<file path="src/hdl/tfrc_pkg.sv">
// Constants shared by the 16-bit free-running counter block.
// Assumes a single CPU clock domain and a synchronous active-low reset.
package tfrc_pkg;

  // ==========================================================================
  // Counter values
  localparam logic [15:0] TFRC_RESET_COUNT = 16'hFFFC;
  localparam logic [15:0] TFRC_MAX_COUNT   = 16'hFFFF;
  localparam logic [15:0] TFRC_ONE         = 16'h0001;

  // ==========================================================================
  // Clock select codes (divider mapping is a design choice)
  localparam logic [1:0] TFRC_CC_DIV4 = 2'h0;
  localparam logic [1:0] TFRC_CC_DIV8 = 2'h1;
  localparam logic [1:0] TFRC_CC_DIV2 = 2'h2;
  localparam logic [1:0] TFRC_CC_EXT  = 2'h3;

  // ==========================================================================
  // Prescaler
  localparam int          TFRC_PRESC_W    = 3;
  localparam logic [2:0]  TFRC_PRESC_ZERO = 3'h0;
  localparam logic [2:0]  TFRC_PRESC_ONE  = 3'h1;
  localparam logic [2:0]  TFRC_MASK_DIV2  = 3'h1;
  localparam logic [2:0]  TFRC_MASK_DIV4  = 3'h3;
  localparam logic [2:0]  TFRC_MASK_DIV8  = 3'h7;

  // ==========================================================================
  // Read sequence states (Gray coded)
  typedef enum logic [1:0] {
    TFRC_SEQ_IDLE = 2'b00,
    TFRC_SEQ_HELD = 2'b01
  } tfrc_seq_t;

endpackage

</file>
<file path="src/hdl/tfrc_edge_detect.sv">
// Edge detector for the external clock pin.
// Assumes the pin is already synchronous to I_CLK.
`timescale 1ns/10ps
module tfrc_edge_detect (
  input  wire logic i_clk,
  input  wire logic i_nrst,
  input  wire logic i_pin,
  input  wire logic i_rise_sel,
  output logic      o_edge
);

  // ==========================================================================
  // Pin history
  logic pin_reg;
  logic rise_w;
  logic fall_w;

  // Reset to one so an unbonded pin (held high) sees no false edge
  always_ff @(posedge i_clk) begin
    if (!i_nrst) begin
      pin_reg <= 1'b1;
    end else begin
      pin_reg <= i_pin;
    end
  end

  assign rise_w = i_pin & ~pin_reg;
  assign fall_w = ~i_pin & pin_reg;
  assign o_edge = i_rise_sel ? rise_w : fall_w;

endmodule

</file>
<file path="src/hdl/tfrc_counter.sv">
// 16-bit free-running up counter with coherent byte reads and overflow flag.
// Assumes byte access strobes are one-cycle pulses synchronous to I_CLK.
`timescale 1ns/10ps
module tfrc_counter #(
  parameter logic [1:0] P_CC_DIV2 = tfrc_pkg::TFRC_CC_DIV2,
  parameter logic [1:0] P_CC_DIV4 = tfrc_pkg::TFRC_CC_DIV4,
  parameter logic [1:0] P_CC_DIV8 = tfrc_pkg::TFRC_CC_DIV8,
  parameter bit         P_EXT_BONDED = 1'b1
) (
  input  wire logic       I_CLK,
  input  wire logic       I_NRST,
  input  wire logic [1:0] I_CLOCK_SELECT,
  input  wire logic       I_EXT_EDGE_SELECT,
  input  wire logic       I_EXT_CLOCK_PIN,
  input  wire logic       I_OVERFLOW_IRQ_ENABLE,
  input  wire logic       I_CPU_IRQ_MASK,
  input  wire logic       I_HALT,
  input  wire logic       I_WAIT,
  input  wire logic       I_RD_HIGH,
  input  wire logic       I_RD_LOW,
  input  wire logic       I_WR_LOW,
  input  wire logic       I_RD_ALT_HIGH,
  input  wire logic       I_RD_ALT_LOW,
  input  wire logic       I_WR_ALT_LOW,
  input  wire logic       I_RD_STATUS,
  output logic [7:0]      O_RD_DATA,
  output logic            O_OVERFLOW_FLAG,
  output logic            O_TIMER_IRQ,
  output logic [15:0]     O_COUNTER_VALUE
);

  // ==========================================================================
  // Declarations
  logic [15:0]                       count_reg;
  logic [15:0]                       count_next;
  logic [tfrc_pkg::TFRC_PRESC_W-1:0] presc_reg;
  logic [tfrc_pkg::TFRC_PRESC_W-1:0] presc_next;
  logic [tfrc_pkg::TFRC_PRESC_W-1:0] presc_mask;
  logic [7:0]                        held_low_reg;
  tfrc_pkg::tfrc_seq_t               seq_reg;
  tfrc_pkg::tfrc_seq_t               seq_next;
  logic                              flag_reg;
  logic                              flag_next;
  logic                              armed_reg;
  logic                              armed_next;
  logic                              irq_reg;
  logic [7:0]                        rd_data_reg;
  logic [7:0]                        rd_data_next;
  logic                              ext_pin_w;
  logic                              ext_edge_w;
  logic                              ext_sel_w;
  logic                              presc_tick_w;
  logic                              tick_w;
  logic                              force_w;
  logic                              rollover_w;
  logic                              any_high_w;
  logic                              any_low_rd_w;
  logic                              clear_w;
  logic [3:0]                        gap_reg;
  logic                              gap_ok_reg;
  logic [1:0]                        sel_reg;
  logic [3:0]                        div_w;

  // ==========================================================================
  // Clock source selection
  assign ext_pin_w = P_EXT_BONDED ? I_EXT_CLOCK_PIN : 1'b1;
  assign ext_sel_w = (I_CLOCK_SELECT == tfrc_pkg::TFRC_CC_EXT);

  tfrc_edge_detect u_edge (
    .i_clk      (I_CLK),
    .i_nrst     (I_NRST),
    .i_pin      (ext_pin_w),
    .i_rise_sel (I_EXT_EDGE_SELECT),
    .o_edge     (ext_edge_w)
  );

  assign presc_mask = (I_CLOCK_SELECT == P_CC_DIV2) ? tfrc_pkg::TFRC_MASK_DIV2 :
                      (I_CLOCK_SELECT == P_CC_DIV4) ? tfrc_pkg::TFRC_MASK_DIV4 :
                      tfrc_pkg::TFRC_MASK_DIV8;
  assign presc_tick_w = ((presc_reg & presc_mask) == presc_mask);
  // Halt freezes prescaler and counting, though a low byte write still forces the counter; wait has no effect
  assign tick_w = ~I_HALT & (ext_sel_w ? ext_edge_w : presc_tick_w);
  assign presc_next = I_HALT ? presc_reg :
                      presc_reg + tfrc_pkg::TFRC_PRESC_ONE;

  // ==========================================================================
  // Counter update
  assign force_w    = I_WR_LOW | I_WR_ALT_LOW;
  assign rollover_w = tick_w & (count_reg == tfrc_pkg::TFRC_MAX_COUNT);
  assign count_next = force_w ? tfrc_pkg::TFRC_RESET_COUNT :
                      tick_w  ? count_reg + tfrc_pkg::TFRC_ONE :
                      count_reg;

  always_ff @(posedge I_CLK) begin
    if (!I_NRST) begin
      count_reg <= tfrc_pkg::TFRC_RESET_COUNT;
      presc_reg <= tfrc_pkg::TFRC_PRESC_ZERO;
    end else begin
      count_reg <= count_next;
      presc_reg <= presc_next;
    end
  end

  // ==========================================================================
  // Coherent read sequence
  assign any_high_w   = I_RD_HIGH | I_RD_ALT_HIGH;
  assign any_low_rd_w = I_RD_LOW | I_RD_ALT_LOW;
  assign seq_next = any_low_rd_w ? tfrc_pkg::TFRC_SEQ_IDLE :
                    any_high_w   ? tfrc_pkg::TFRC_SEQ_HELD :
                    seq_reg;

  assign rd_data_next = any_high_w ? count_reg[15:8] :
                        any_low_rd_w ? ((seq_reg == tfrc_pkg::TFRC_SEQ_HELD) ?
                                        held_low_reg : count_reg[7:0]) :
                        rd_data_reg;

  always_ff @(posedge I_CLK) begin
    if (!I_NRST) begin
      seq_reg      <= tfrc_pkg::TFRC_SEQ_IDLE;
      held_low_reg <= 8'h00;
      rd_data_reg  <= 8'h00;
    end else begin
      seq_reg     <= seq_next;
      rd_data_reg <= rd_data_next;
      // Only the first high read of a sequence captures
      if (any_high_w && seq_reg == tfrc_pkg::TFRC_SEQ_IDLE) begin
        held_low_reg <= count_reg[7:0];
      end
    end
  end

  // ==========================================================================
  // Overflow flag, two-step clear, interrupt
  // Status read arms the clear only when the flag is seen set
  assign armed_next = clear_w ? 1'b0 :
                      (I_RD_STATUS & flag_reg) ? 1'b1 : armed_reg;
  // Alternate view accesses never take part in clearing
  assign clear_w   = armed_reg & (I_RD_LOW | I_WR_LOW);
  // Set wins over a clear in the same cycle
  assign flag_next = rollover_w ? 1'b1 : (clear_w ? 1'b0 : flag_reg);

  always_ff @(posedge I_CLK) begin
    if (!I_NRST) begin
      flag_reg  <= 1'b0;
      armed_reg <= 1'b0;
      irq_reg   <= 1'b0;
    end else begin
      flag_reg  <= flag_next;
      armed_reg <= armed_next;
      irq_reg   <= flag_next & I_OVERFLOW_IRQ_ENABLE & ~I_CPU_IRQ_MASK;
    end
  end

  // ==========================================================================
  // Outputs
  assign O_RD_DATA       = rd_data_reg;
  assign O_OVERFLOW_FLAG = flag_reg;
  assign O_TIMER_IRQ     = irq_reg;
  assign O_COUNTER_VALUE = count_reg;

  // ==========================================================================
  // Assertion helpers
  // Spacing of internal ticks; a select change or halt restarts the measure,
  // since the free-running prescaler leaves one short first period
  assign div_w = (I_CLOCK_SELECT == P_CC_DIV2) ? {1'b0, tfrc_pkg::TFRC_MASK_DIV2} + 4'h1 :
                 (I_CLOCK_SELECT == P_CC_DIV4) ? {1'b0, tfrc_pkg::TFRC_MASK_DIV4} + 4'h1 :
                 {1'b0, tfrc_pkg::TFRC_MASK_DIV8} + 4'h1;

  always_ff @(posedge I_CLK) begin
    if (!I_NRST) begin
      gap_reg    <= 4'h0;
      gap_ok_reg <= 1'b0;
      sel_reg    <= tfrc_pkg::TFRC_CC_EXT;
    end else begin
      sel_reg <= I_CLOCK_SELECT;
      if (I_CLOCK_SELECT != sel_reg || I_HALT) begin
        gap_reg    <= 4'h0;
        gap_ok_reg <= 1'b0;
      end else if (presc_tick_w) begin
        gap_reg    <= 4'h1;
        gap_ok_reg <= 1'b1;
      end else if (gap_reg != 4'hF) begin
        gap_reg <= gap_reg + 4'h1;
      end
    end
  end

  // ==========================================================================
  // Assertions
  AST_RESET_VALUE: assert property (@(posedge I_CLK)
    !I_NRST |=> count_reg == tfrc_pkg::TFRC_RESET_COUNT)
    else $error("Counter not FFFC after reset");

  AST_WRITE_FORCE: assert property (@(posedge I_CLK) disable iff (!I_NRST)
    (I_WR_LOW || I_WR_ALT_LOW) |=> count_reg == tfrc_pkg::TFRC_RESET_COUNT)
    else $error("Low byte write did not force FFFC");

  AST_ROLLOVER_FLAG: assert property (@(posedge I_CLK) disable iff (!I_NRST)
    ($past(count_reg) == tfrc_pkg::TFRC_MAX_COUNT && count_reg == 16'h0000)
    |-> flag_reg)
    else $error("Rollover did not set overflow flag");

  AST_HALT_FREEZE: assert property (@(posedge I_CLK) disable iff (!I_NRST)
    (I_HALT && !force_w) |=> $stable(count_reg))
    else $error("Counter moved in halt");

  AST_HELD_STABLE: assert property (@(posedge I_CLK) disable iff (!I_NRST)
    (seq_reg == tfrc_pkg::TFRC_SEQ_HELD && !any_low_rd_w) |=> $stable(held_low_reg))
    else $error("Held low byte changed mid sequence");

  AST_HELD_RETURN: assert property (@(posedge I_CLK) disable iff (!I_NRST)
    (seq_reg == tfrc_pkg::TFRC_SEQ_HELD && I_RD_LOW && !I_RD_HIGH && !I_RD_ALT_HIGH)
    |=> O_RD_DATA == $past(held_low_reg))
    else $error("Low read did not return held byte");

  AST_LIVE_LOW: assert property (@(posedge I_CLK) disable iff (!I_NRST)
    (seq_reg == tfrc_pkg::TFRC_SEQ_IDLE && I_RD_ALT_LOW && !any_high_w)
    |=> O_RD_DATA == $past(count_reg[7:0]))
    else $error("Live low read wrong");

  AST_ALT_NO_CLEAR: assert property (@(posedge I_CLK) disable iff (!I_NRST)
    (flag_reg && !I_RD_LOW && !I_WR_LOW) |=> flag_reg)
    else $error("Flag cleared without primary access");

  AST_IRQ_GATE: assert property (@(posedge I_CLK) disable iff (!I_NRST)
    (flag_reg && I_OVERFLOW_IRQ_ENABLE && !I_CPU_IRQ_MASK && !clear_w) |=> O_TIMER_IRQ)
    else $error("Interrupt not raised");

  AST_EXT_COUNT: assert property (@(posedge I_CLK) disable iff (!I_NRST)
    (ext_sel_w && !ext_edge_w && !force_w) |=> $stable(count_reg))
    else $error("Counter moved without external edge");

  // ==========================================================================
  // Counting and clock source

  AST_DIV_PERIOD: assert property (@(posedge I_CLK) disable iff (!I_NRST)
    (presc_tick_w && gap_ok_reg && !ext_sel_w && !I_HALT) |-> gap_reg == div_w)
    else $error("Internal tick period wrong");

  AST_COUNT_STEP: assert property (@(posedge I_CLK) disable iff (!I_NRST)
    (tick_w && !force_w) |=> count_reg == $past(count_reg) + tfrc_pkg::TFRC_ONE)
    else $error("Counter did not step by one");

  AST_NO_TICK_HOLD: assert property (@(posedge I_CLK) disable iff (!I_NRST)
    (!tick_w && !force_w) |=> $stable(count_reg))
    else $error("Counter moved without a tick");

  AST_ALT_WRITE_FORCE: assert property (@(posedge I_CLK) disable iff (!I_NRST)
    I_WR_ALT_LOW |=> count_reg == tfrc_pkg::TFRC_RESET_COUNT)
    else $error("Alternate low write did not force FFFC");

  AST_ROLL_ZERO: assert property (@(posedge I_CLK) disable iff (!I_NRST)
    (rollover_w && !force_w) |=> count_reg == 16'h0000)
    else $error("Rollover did not reach zero");

  AST_EXT_TICK: assert property (@(posedge I_CLK) disable iff (!I_NRST)
    (ext_sel_w && ext_edge_w && !I_HALT && !force_w)
    |=> count_reg == $past(count_reg) + tfrc_pkg::TFRC_ONE)
    else $error("External edge did not advance counter");

  AST_HALT_PRESC: assert property (@(posedge I_CLK) disable iff (!I_NRST)
    I_HALT |=> $stable(presc_reg))
    else $error("Prescaler moved in halt");

  AST_PRESC_RUN: assert property (@(posedge I_CLK) disable iff (!I_NRST)
    !I_HALT |=> presc_reg == $past(presc_reg) + tfrc_pkg::TFRC_PRESC_ONE)
    else $error("Prescaler did not free-run");

  // ==========================================================================
  // Coherent reads

  AST_HIGH_DATA: assert property (@(posedge I_CLK) disable iff (!I_NRST)
    any_high_w |=> O_RD_DATA == $past(count_reg[15:8]))
    else $error("High byte read wrong");

  AST_CAPTURE: assert property (@(posedge I_CLK) disable iff (!I_NRST)
    (any_high_w && seq_reg == tfrc_pkg::TFRC_SEQ_IDLE)
    |=> held_low_reg == $past(count_reg[7:0]))
    else $error("High read did not capture low byte");

  AST_SEQ_START: assert property (@(posedge I_CLK) disable iff (!I_NRST)
    (any_high_w && !any_low_rd_w) |=> seq_reg == tfrc_pkg::TFRC_SEQ_HELD)
    else $error("High read did not open sequence");

  AST_NO_RECAPTURE: assert property (@(posedge I_CLK) disable iff (!I_NRST)
    (any_high_w && seq_reg == tfrc_pkg::TFRC_SEQ_HELD) |=> $stable(held_low_reg))
    else $error("Repeated high read refreshed held byte");

  AST_SEQ_END: assert property (@(posedge I_CLK) disable iff (!I_NRST)
    any_low_rd_w |=> seq_reg == tfrc_pkg::TFRC_SEQ_IDLE)
    else $error("Low read did not end sequence");

  AST_LIVE_PRIMARY: assert property (@(posedge I_CLK) disable iff (!I_NRST)
    (seq_reg == tfrc_pkg::TFRC_SEQ_IDLE && I_RD_LOW && !any_high_w)
    |=> O_RD_DATA == $past(count_reg[7:0]))
    else $error("Live primary low read wrong");

  AST_RD_HOLD: assert property (@(posedge I_CLK) disable iff (!I_NRST)
    (!any_high_w && !any_low_rd_w) |=> $stable(O_RD_DATA))
    else $error("Read data changed without a read");

  // ==========================================================================
  // Flag and interrupt

  AST_FLAG_HOLD_LOW: assert property (@(posedge I_CLK) disable iff (!I_NRST)
    (!flag_reg && !rollover_w) |=> !flag_reg)
    else $error("Flag set without rollover");

  AST_SET_WINS: assert property (@(posedge I_CLK) disable iff (!I_NRST)
    rollover_w |=> flag_reg)
    else $error("Rollover lost to a clear");

  AST_CLEAR_NEEDS_ARM: assert property (@(posedge I_CLK) disable iff (!I_NRST)
    (flag_reg && !armed_reg) |=> flag_reg)
    else $error("Flag cleared without status read");

  AST_CLEAR_TWO_STEP: assert property (@(posedge I_CLK) disable iff (!I_NRST)
    (clear_w && !rollover_w) |=> !flag_reg)
    else $error("Flag not cleared after both steps");

  AST_ARM_ON_STATUS: assert property (@(posedge I_CLK) disable iff (!I_NRST)
    (I_RD_STATUS && flag_reg && !clear_w) |=> armed_reg)
    else $error("Status read did not arm the clear");

  AST_ARM_NEEDS_FLAG: assert property (@(posedge I_CLK) disable iff (!I_NRST)
    (I_RD_STATUS && !flag_reg && !armed_reg) |=> !armed_reg)
    else $error("Status read armed with flag clear");

  AST_IRQ_MASKED: assert property (@(posedge I_CLK) disable iff (!I_NRST)
    I_CPU_IRQ_MASK |=> !O_TIMER_IRQ)
    else $error("Interrupt raised while masked");

  AST_IRQ_DISABLED: assert property (@(posedge I_CLK) disable iff (!I_NRST)
    !I_OVERFLOW_IRQ_ENABLE |=> !O_TIMER_IRQ)
    else $error("Interrupt raised while disabled");

  AST_IRQ_NEEDS_FLAG: assert property (@(posedge I_CLK) disable iff (!I_NRST)
    O_TIMER_IRQ |-> O_OVERFLOW_FLAG)
    else $error("Interrupt without overflow flag");

  COV_ROLLOVER: cover property (@(posedge I_CLK) disable iff (!I_NRST) rollover_w);
  COV_HALT:     cover property (@(posedge I_CLK) disable iff (!I_NRST) I_HALT && force_w);
  COV_CLEAR:    cover property (@(posedge I_CLK) disable iff (!I_NRST) clear_w);
  COV_SEQ:      cover property (@(posedge I_CLK) disable iff (!I_NRST)
    any_high_w ##[1:20] I_RD_LOW);
  COV_EXT:      cover property (@(posedge I_CLK) disable iff (!I_NRST) ext_sel_w && tick_w);

endmodule

</file>
<file path="config.mk">
export PLATFORM = sky130hd
export DESIGN_NAME = tfrc_counter
export DESIGN_NICKNAME = d
export VERILOG_FILES = /design/src/hdl/tfrc_pkg.sv /design/src/hdl/tfrc_edge_detect.sv /design/src/hdl/tfrc_counter.sv
export SDC_FILE = /design/constraint.sdc
export NUM_CORES = 1
export LEC_CHECK = 0
export BUFFER_PORTS_ARGS = -buffer_cell sky130_fd_sc_hd__buf_2
export CAP_MARGIN = 20
export CORE_MARGIN = 2
export CORE_UTILIZATION = 40
export DETAILED_ROUTE_END_ITERATION = 7
export PLACE_DENSITY_LB_ADDON = 0.15
export REMOVE_ABC_BUFFERS = 1
export SYNTH_ARGS = -nofsm -noshare
export SYNTH_HDL_FRONTEND = slang
export SYNTH_SLANG_ARGS = --single-unit
</file>
<file path="constraint.sdc">
create_clock -name I_CLK -period 2.8 [get_ports I_CLK]
set_clock_uncertainty 0.05 [all_clocks]
set_input_delay 0 -clock I_CLK [delete_from_list [all_inputs] [get_ports I_CLK]]
set_output_delay 0 -clock I_CLK [all_outputs]
set_load 0.02 [all_outputs]
</file>
# Word-level counts from Yosys, hierarchy flattened
# Cells that the tools add are included.
# Widths: inputs -> output; s select.
word_totals:
  wordCells: 49
  in_bits: 17
  reg_bits: 40
  output_inout_bits: 26
op_classes:
  n_eq_ne: 4
  reduce_logical: 7
  n_addsub: 2
  bitwise: 18
  n_mux: 9
op_table:
  columns: ["cell", "n"]
  rows:
  - ["$mux 8", 3]
  - ["$add 16x1->16 const B", 1]
  - ["$eq 16x16->1 const B", 1]
  - ["$and 1x1->1", 8]
  - ["$mux 3", 2]
  - ["$reduce_or 2->1", 3]
  - ["$not 1->1", 5]
  - ["$eq 2x2->1 const B", 2]
  - ["$logic_not 2->1", 2]
  - ["$mux 1", 4]
  - ["$or 1x1->1", 4]
  - ["$add 3x1->3 const B", 1]
  - ["$and 3x3->3", 1]
  - ["$eq 3x3->1", 1]
  - ["$reduce_bool 2->1", 1]
  - ["$logic_and 1x1->1", 1]

# Longest topological paths before layout
# Gate-level depths: netlist (run 1).
logic_depth:
  ltp_word: 11
  ltp_mapped: 7
  depth_no_buf: 6

# Modules after synthesis
# A second synthesis (run 1) with hierarchy kept.
unflattened:
  cells_unflattened: 219
  area_unflattened_um2: 1879.3
by_module_without_submodules:
  columns: ["module", "seq_area_each_um2", "cells_each", "area_each_um2", "instances"]
  rows:
  - ["tfrc_counter", 780.7, 214, 1830.5, 1]
  - ["tfrc_edge_detect", 20.0, 5, 48.8, 1]

# Least setup slack after synthesis (run 1)
# Ideal clock, no wire load.
synth_path:
  kind: "reg2reg"
  start: "register count_reg[0], in the netlist O_COUNTER_VALUE[0]"
  end: "register count_reg[12], in the netlist O_COUNTER_VALUE[12]"
  setup_ps: 63
  t_arrival_ps: 1683
  path_buffers: 1
  path_stages_with_launch: 8
  setup_slack_ps: 1004
  path_cell_list: "dfxtp_1 ha_1 and3_1 and2_1 nand4_4 buf_6 or3_1 nand3_1"
synth_between:
  elab_chain_cells: 1
synth_rtl:
  columns: ["element", "line", "source"]
  rows:
  - ["start: declaration", "tfrc_counter.sv:34", "logic [15:0] count_reg;"]
  - ["start signal: assignment", "tfrc_counter.sv:96", "count_reg <= tfrc_pkg::TFRC_RESET_COUNT;"]
  - ["start signal: assignment", "tfrc_counter.sv:99", "count_reg <= count_next;"]
  - ["$add 16x1->16", "tfrc_counter.sv:91", "tick_w ? count_reg + tfrc_pkg::TFRC_ONE :"]
# No other way between the ends.
# A chain may end at the register's enable or synchronous reset.

# Worst setup path after layout (run 1)
layout_path:
  start: "register count_reg[0], in the netlist O_COUNTER_VALUE[0]"
  end: "register irq_reg, in the netlist O_TIMER_IRQ"
layout_between:
  elab_chain_cells: 5
layout_rtl:
  columns: ["element", "line", "source"]
  rows:
  - ["$eq 16x16->1", "tfrc_counter.sv:89", "assign rollover_w = tick_w & (count_reg == tfrc_pkg::TFRC_MAX_COUNT);"]
  - ["$and 1x1->1", "tfrc_counter.sv:89", null]
  - ["$mux 1", "tfrc_counter.sv:140", "assign flag_next = rollover_w ? 1'b1 : (clear_w ? 1'b0 : flag_reg);"]
  - ["$and 1x1->1 (2 in a row)", "tfrc_counter.sv:150", "irq_reg <= flag_next & I_OVERFLOW_IRQ_ENABLE & ~I_CPU_IRQ_MASK;"]
  - ["end signal: assignment", "tfrc_counter.sv:150", null]
  - ["end: declaration", "tfrc_counter.sv:46", "logic irq_reg;"]
# No other way between the ends.

==> run metrics, run 1 <==
status complete, no violations; die span in y 73.5 µm; Nets 277; period utilisation layout 0.835; Power per Cell Area 481 mW/mm²; Die Width 73.5 µm; Final min period 2340 ps; PnR Total Power 1100 µW; Least-Margin Pin Slew 618 ps; CTS Buf Count 5; Post-Route WL 4290 µm; GP Congestion 0.741; Hold Path Depth 3; CP Buf/Inv Count 1; # diodes 0; Placement Cell Area 0.00216 mm²; fin area 0.00229 mm²; largest net degree at the start of global routing 27; startpoint class of the critical path flip-flop; drt pass-1 iters 5; final core utilization 0.489; vias per cell 5.24; R2R cell count 7; Max Root-Sink Buffers 2; slew margin rel. 0.588; die area 0.00539 mm²; # setup viols final 0; # rows 25; worst hold path class input port to flip-flop; sequential share of the synthesized area 0.415; sequential share of power 0.547; core footprint 0.00469 mm²; CP top delay family simple AND/OR/NAND/NOR gates; Clock Power Share 0.350; Sequential Area 801 µm²; filler cell count 499; total track usage 0.170; final hold violations 0; FF-to-FF End O_TIMER_IRQ; initial core utilization 0.411; CTS tree yes; Post-synth EDFFs 0; Async SR Flop Fraction 0; max reg flops 16; I/O Buffers 41; multi-input logic area 0.00106 mm²; clk sink count 40; post-cts gate resize count 0; area grow syn2layout 18.9%; Setup TNS 0 ps; Mapped Cells 214; Worst Path Arrival 2510 ps; Mapped Area 0.00193 mm²; Ys Warns 0; Worst R2R Start O_COUNTER_VALUE[0]; vias in the first global route 1465; worst skew pair latency 280 ps; layout cells sized above 1 0.236; root buffer cell clkbuf_8; highest-count cells in the layout ignoring fill and taps 41 x nand2_1, 41 x buf_2, 40 x dfxtp_1; final antenna-violating net count 0; Hold Startpoint I_WR_LOW; first-pass GRT wire length 7090 µm; Critical Path RT 2980 ps; R2R setup slack 460 ps; Pint 838 µW; Slowest-stage cell, CP dlygate4sd3_1; Hold Path End O_COUNTER_VALUE[1]; gr ovfl total 0; flops & latches, synth 40; max incr delay on CP 530 ps; vias after detailed routing 1641; Mean Syn Cell Area 9.02 µm²; DRC viols 0; Max-cap violations 0; Worst Setup SP O_COUNTER_VALUE[0]; crit path capture type flip-flop; NetSw 264 µW; synth unique cells 40; initial drt markers 112; post-DP HPWL 3000 µm; combinational power share 0.103; dpl cells 301; Final Instance Count excl. Fillers 313; fin. max-slew vios 0; Pleak 0.00102 µW; ys flop type dfxtp_1; worst path cell trace ha_1 -> and3_1 -> and2_1 -> nand4_4 -> o31ai_4 -> and3b_1 -> dlygate4sd3_1; VDD IR max 0.235 mV; Max Clock Freq 0.428 GHz; antenna violations before repair 0; Wirelength per Cell 13.7 µm; Net Sw Frac 0.240; clk slew on worst S/H paths 70 ps; H-Tree Depth 2; critical path class flip-flop to flip-flop; io pins 43; RSZ-0062 raised after global routing false; Max Fanout on Critical Path 12
[metal layers]
metal / vias up / track usage / share of wire
met5: - / 0 / 0
met1: 743 / 0.243 / 0.52
li1: 854 / - / -
met3: 4 / 0.0384 / 0.051
met2: 40 / 0.263 / 0.42
met4: 0 / 0.0364 / 0.0084
[how the worst max path moves through the flow]
stage,slack (ps),cells past startpoint,end
finish,460,7,O_TIMER_IRQ
global route,350,7,O_TIMER_IRQ
CTS,450,7,O_TIMER_IRQ
detailed placement,870,6,O_COUNTER_VALUE[14]
global placement,900,6,O_COUNTER_VALUE[14]
floorplan,920,6,O_COUNTER_VALUE[14]
[tightest hold or removal path, delay by kind of cell]
kind | cells | cell delay [ps]
buffers and inverters | 1 | 100
and+or+nand+nor | 2 | 210
[stage by stage]
stage | hold slack [ps] | setup slack [ps]
detailed placement | 178 | 870
floorplan | 23.0 | 920
finish | 20.7 | 463
global route | 41.6 | 351
global placement | 171 | 899
CTS | 17.2 | 453
[power groups by stage]
stage | sequential, µW | combinational (µW) | clock, µW
finish | 603 | 113 | 386
global placement | 616 | 110 | 0
CTS | 603 | 115 | 406
detailed placement | 616 | 112 | 0
global route | 605 | 129 | 423
floorplan | 623 | 59.3 | 0
[cell type report]
type	instances	share of cell area
Multi-Input combinational cell	161	0.464
Tap cell	54	0.0295
Clock buffer	8	0.0393
Sequential cell	40	0.349
Timing Repair Buffer	47	0.113
Inverter	3	0.00491
[logic make-up (layout without fill, tap and decap cells)]
logic type                 Yosys count  after routing  synth area share
and+or+nand+nor                    102            102             0.305
muxes                                9              9            0.0467
adders and majority gates            2              2            0.0130
buffers and inverters               13             58            0.0337
xor gates and xnor gates             6              6            0.0272
DFF                                 40             40             0.415
AOI/OAI and AO/OA                   42             42             0.160
[synth_stat cells, types with 2 or more instances]
library cell | n | area (µm²)
o31ai_1 | 3 | 22.5
nand2_1 | 41 | 154
xnor2_1 | 3 | 26.3
o211ai_1 | 9 | 67.6
o21ai_0 | 4 | 20.0
buf_6 | 2 | 22.5
nand2b_1 | 4 | 25.0
nand4_2 | 2 | 25.0
nand4_4 | 3 | 63.8
o21ai_1 | 5 | 25.0
nor2_1 | 6 | 22.5
a21boi_0 | 12 | 90.1
clkbuf_1 | 7 | 26.3
and2_1 | 4 | 25.0
ha_1 | 2 | 25.0
dfxtp_1 | 40 | 801
nor2_4 | 2 | 22.5
and3_1 | 3 | 18.8
xor2_1 | 3 | 26.3
nand4_1 | 3 | 18.8
or3_1 | 8 | 50.1
nand3_1 | 14 | 70.1
nor3b_1 | 2 | 15.0
mux2i_1 | 9 | 90.1
or4_1 | 3 | 22.5
inv_1 | 3 | 11.3
a21boi_1 | 4 | 30.0
[timing repair]
item,CTS,global route
hold buffers,4,0
endpoints found under the hold margin,4,0
setup endpoints to repair,0,0
setup buffers,0,0
No activity file was read; power rests on OpenSTA's default activity.
==> inputs of run 2 (changes only) <==
clock period = 2.3 ns   (was 2.8 ns; I/O delays follow)
==> run 2 against run 1 <==
Net effect:
- first-iteration DRC count decreased by 43%
- core utilization increased by 0.32 points
- design area increased by 0.65%
- critical path type is now input port to flip-flop
- cell count grew 0.32%
- largest cell class unchanged
- hold slack got worse by 2.4 ps
- non-clock buffer count is 1 higher
- combinational power increased by 25%
- global-route usage up 0.22 points
==> run metrics, run 2 (synthesis gave the netlist of run 1 again) <==
status complete, no violations; Worst Path Arrival 2140 ps (-370 ps); Net Sw Frac 0.254 (+0.0140); total track usage 0.172 (+0.00222); # rows 25 (unchanged); Worst Setup SP I_EXT_CLOCK_PIN; Least-Margin Pin Slew 565 ps (-52.7 ps); die span in y 73.5 µm (unchanged); Final min period 1950 ps; GP Congestion 0.710 (-4.2%); root buffer cell clkbuf_8; Wirelength per Cell 13.8 µm (+0.77%); vias in the first global route 1482 (+1.2%); fin area 0.00231 mm² (+0.65%); I/O Buffers 41 (unchanged); Slowest-stage cell, CP or4_1; critical path class input port to flip-flop; antenna violations before repair 0 (unchanged); Power per Cell Area 592 mW/mm² (+23%); Pleak 0.00102 µW (about the same); Critical Path RT 2490 ps (-490 ps); CTS Buf Count 5 (unchanged); Setup TNS 0 ps (unchanged); max reg flops 16 (unchanged); H-Tree Depth 2 (unchanged); worst path cell trace dlygate4sd3_1 -> buf_2 -> or3b_4 -> nand4_4 -> nand4_2 -> or4_1 -> nand3_1; Pint 1020 µW (+22%); Max-cap violations 0 (unchanged); fin. max-slew vios 0 (unchanged); startpoint class of the critical path input port; Hold Startpoint I_WR_LOW; worst skew pair latency 290 ps (about the same); Worst R2R Start u_edge.pin_reg; Clock Power Share 0.361 (+0.011); VDD IR max 0.241 mV (+2.7%); initial core utilization 0.411 (unchanged); filler cell count 496 (-0.60%); Post-Route WL 4340 µm (+1.1%); Max Fanout on Critical Path 11 (-1); highest-count cells in the layout ignoring fill and taps 41 x nand2_1, 41 x buf_2, 40 x dfxtp_1; sequential share of power 0.536 (-0.011); # setup viols final 0 (unchanged); drt pass-1 iters 4 (-1); CTS tree yes; largest net degree at the start of global routing 27 (unchanged); vias per cell 5.26 (+0.29%); slew margin rel. 0.622 (+0.0343); Post-CTS Setup Inserts 0 (unchanged); R2R setup slack 420 ps (-40 ps); die area 0.00539 mm² (unchanged); RSZ-0062 raised after global routing false; final antenna-violating net count 0 (unchanged); met1 GRT Util 0.239 (-0.00397); period utilisation layout 0.846; core footprint 0.00469 mm² (unchanged); clk slew on worst S/H paths 80 ps (about the same); DRC viols 0 (unchanged); GRT met2 Usage 0.261 (-0.00198); # diodes 0 (unchanged); io pins 43 (unchanged); vias after detailed routing 1651 (+0.61%); post-DP HPWL 3030 µm (+0.95%); max incr delay on CP 550 ps (+20 ps); Max Clock Freq 0.514 GHz; Max Root-Sink Buffers 2 (unchanged); Nets 278 (+0.36%); post-cts gate resize count 0 (unchanged); final hold violations 0 (unchanged); clk sink count 40 (unchanged); area grow syn2layout 19.6%; layout cells sized above 1 0.246 (+0.0106); global routing's busiest layer met2; NetSw 347 µW (+31%); initial drt markers 64 (-43%); Die Width 73.5 µm (unchanged); first-pass GRT wire length 7100 µm (+0.20%); worst hold path class input port to flip-flop; gr ovfl total 0 (unchanged); Placement Cell Area 0.00217 mm² (+0.35%); met3 usage 0.0370 (-0.00137); combinational power share 0.103 (about the same); crit path capture type flip-flop
==> run 2: worst max-delay path: cells and delay by family <==
family	cells	cell delay, ps
buf+inv	2	660
simple gates	5	1480
==> run 2: cell type report <==
type / instances / area (µm²) / area share
clock buffer: 6 / 82.6 / 0.0358
inverter: 3 / 11.3 / 0.00488
multi-input combinational: 161 / 1060 / 0.461
sequential: 40 / 801 / 0.347
timing repair buffer: 48 / 268 / 0.116
clock inverter: 2 / 15.0 / 0.00650
tap: 54 / 67.6 / 0.0293
==> run 2: worst paths after layout <==
check                                            to  depth (start not counted)
worst max-delay path            O_COUNTER_VALUE[15]                          7
worst min-delay path             O_COUNTER_VALUE[0]                          3
worst max register to register  O_COUNTER_VALUE[15]                          5
worst min register to register      held_low_reg[6]                          2
==> run 2: routing by layer <==
| layer | share of wire | wire (µm) |
|---|---|---|
| met4 | 0.0083 | 36 |
| met3 | 0.054 | 235 |
| met5 | 0 | 0 |
| met1 | 0.50 | 2160 |
| met2 | 0.44 | 1910 |
==> run 2: power by group through the flow <==
stage                     logic [µW]  registers, µW  clock network, µW
after floorplan                 72.2            759                  0
after global placement           134            749                  0
after detailed placement         138            749                  0
after CTS                        143            733                507
after global routing             158            736                529
final                            141            733                493
==> run 2: through the flow <==
step / hold WS, ps / total power [µW] / std cells / worst slack [ps] / util
floorplan: 23.0 / 831 / 204 / 420 / -
global placement: 171 / 883 / 302 / 441 / 0.463
detailed placement: 168 / 887 / 302 / 426 / 0.463
CTS: 20.4 / 1380 / 314 / 358 / 0.492
global route: 32.9 / 1420 / 314 / 273 / 0.492
finish: 18.3 / 1370 / 314 / 354 / 0.492
==> run 2: what timing repair did <==
item	CTS	global route
setup endpoints to repair	0	0
hold buffers	4	0
endpoints found under the hold margin	4	0
==> inputs of run 3 (changes only) <==
clock period = 1.8 ns   (was 2.3 ns; I/O delays follow)
==> run 3 against run 2 <==
Net effect:
- sequential power rose by 27%
- first-iteration DRC count up 52%
- via count increased by 4.5%
- clock power up 25%
- register-to-register slack lost 340 ps
- count of clock-buffer cells in the layout grew 2
- cell count is 4.5% higher
- design area grew 5.6%
==> run metrics, run 3 (synthesis gave the netlist of run 1 again) <==
core footprint 0.00469 mm² (unchanged); Worst Path Arrival 1910 ps (-230 ps); Placement Cell Area 0.00226 mm² (+4.2%); final core utilization 0.519 (+0.0275); vias in the first global route 1509 (+1.8%); largest net degree at the start of global routing 22 (-19%); max reg flops 16 (unchanged); status complete, no violations; fin area 0.00244 mm² (+5.6%); gr ovfl total 0 (unchanged); max incr delay on CP 380 ps (-170 ps); Wirelength per Cell 13.9 µm (+0.85%); highest-count cells in the layout ignoring fill and taps 41 x nand2_1, 41 x buf_2, 38 x dfxtp_1; Nets 292 (+5.0%); DRC viols 0 (unchanged); Max-cap violations 0 (unchanged); RSZ-0062 raised after global routing false; fin. max-slew vios 0 (unchanged); post-DP HPWL 3230 µm (+6.6%); layout cells sized above 1 0.288 (+0.0422); drt pass-1 iters 4 (unchanged); WHS 22.1 ps (+3.82 ps); area grow syn2layout 26.3%; initial core utilization 0.411 (unchanged); period utilisation layout 0.956; critical path class flip-flop to flip-flop; Hold Path Depth 3 (unchanged); Final min period 1720 ps; io pins 43 (unchanged); Slowest-stage cell, CP or3b_4; Max Fanout on Critical Path 7 (-4); # setup viols final 0 (unchanged); Die Width 73.5 µm (unchanged); Max Clock Freq 0.581 GHz; worst hold path class input port to flip-flop; R2R cell count 6 (+1); first-pass GRT wire length 7270 µm (+2.4%); VDD IR max 0.439 mV (+82%); clk sink count 40 (unchanged); # diodes 0 (unchanged); die span in y 73.5 µm (unchanged); antenna violations before repair 0 (unchanged); total track usage 0.178 (+0.00611); vias per cell 5.26 (about the same); Least-Margin Pin Slew 384 ps (-181 ps); startpoint class of the critical path flip-flop; CP Buf/Inv Count 1 (-1); CP top delay family simple AND/OR/NAND/NOR gates; Post-Route WL 4570 µm (+5.3%); vias after detailed routing 1726 (+4.5%); Power per Cell Area 716 mW/mm² (+21%); crit path capture type flip-flop; Critical Path Stages 6 (-1); I/O Buffers 41 (unchanged); most used cell, CP nand4_4; GP Congestion 0.789 (+11%); final hold violations 0 (unchanged); worst path cell trace or3b_4 -> nand4_4 -> nand4_4 -> buf_12 -> or3_1 -> nand3_1; worst skew pair latency 290 ps (about the same); Max Root-Sink Buffers 2 (unchanged); root buffer cell clkbuf_8; initial drt markers 97 (+52%); PnR Total Power 1750 µW (+28%); clk slew on worst S/H paths 70 ps (about the same); CTS tree yes; die area 0.00539 mm² (unchanged); Critical Path RT 1990 ps (-500 ps); CTS Buf Count 5 (unchanged); final antenna-violating net count 0 (unchanged); # rows 25 (unchanged); H-Tree Depth 2 (unchanged); Pleak 0.00109 µW (+6.6%); dpl cells 314 (+4.0%); Final Instance Count excl. Fillers 328 (+4.5%); slew margin rel. 0.744 (+0.122)
run 3: cell type report:
| class | count | area (µm²) |
|---|---|---|
| fill | 448 | 2250 |
| inverter | 3 | 11.3 |
| clock buffer | 8 | 90.1 |
| sequential | 40 | 803 |
| timing repair buffer | 62 | 388 |
| multi-input combinational | 161 | 1080 |
| tap | 54 | 67.6 |
run 3: worst paths after layout:
| check | start | endpoint | slack (ps) |
|---|---|---|---|
| hold reg to reg | held_low_reg[4] | held_low_reg[4] | 400 |
| hold / removal | I_HALT | presc_reg[1] | 20 |
| setup reg to reg | u_edge.pin_reg | O_COUNTER_VALUE[12] | 80 |
| setup / recovery | u_edge.pin_reg | O_COUNTER_VALUE[12] | 80 |
run 3: repair_timing:
item | in CTS | in global routing
setup buffers | 0 | 1
resized for setup | 0 | 5
hold buffers | 5 | 0
setup endpoints to repair | 0 | 7
endpoints found under the hold margin | 7 | 0
run 3: metal layers:
layer | GRT usage | part of all wire
met3 | 0.0521 | 0.062
met5 | 0 | 0
met4 | 0.0747 | 0.013
met1 | 0.241 | 0.48
met2 | 0.265 | 0.44
run 3: where the power goes:
| group | internal, µW | switching, µW | leakage (µW) |
|---|---|---|---|
| clock | 313 | 306 | 0.0000455 |
| combinational | 84.3 | 111 | 0.000711 |
| sequential | 916 | 16.7 | 0.000330 |
| total | 1310 | 433 | 0.00109 |
run 3: metrics by stage:
step,setup slack [ps],setup TNS [ps]
floorplan,-79.6,-90.8
global placement,51.6,0
detailed placement,45.4,0
CTS,1.15,0
global route,19.2,0
finish,79.0,0
run 3: worst min-delay path, delay by kind of cell:
family	cells	cell delay [ps]
buffers and inverters	1	140
AND/OR/NAND/NOR	1	100
multiplexers	1	80
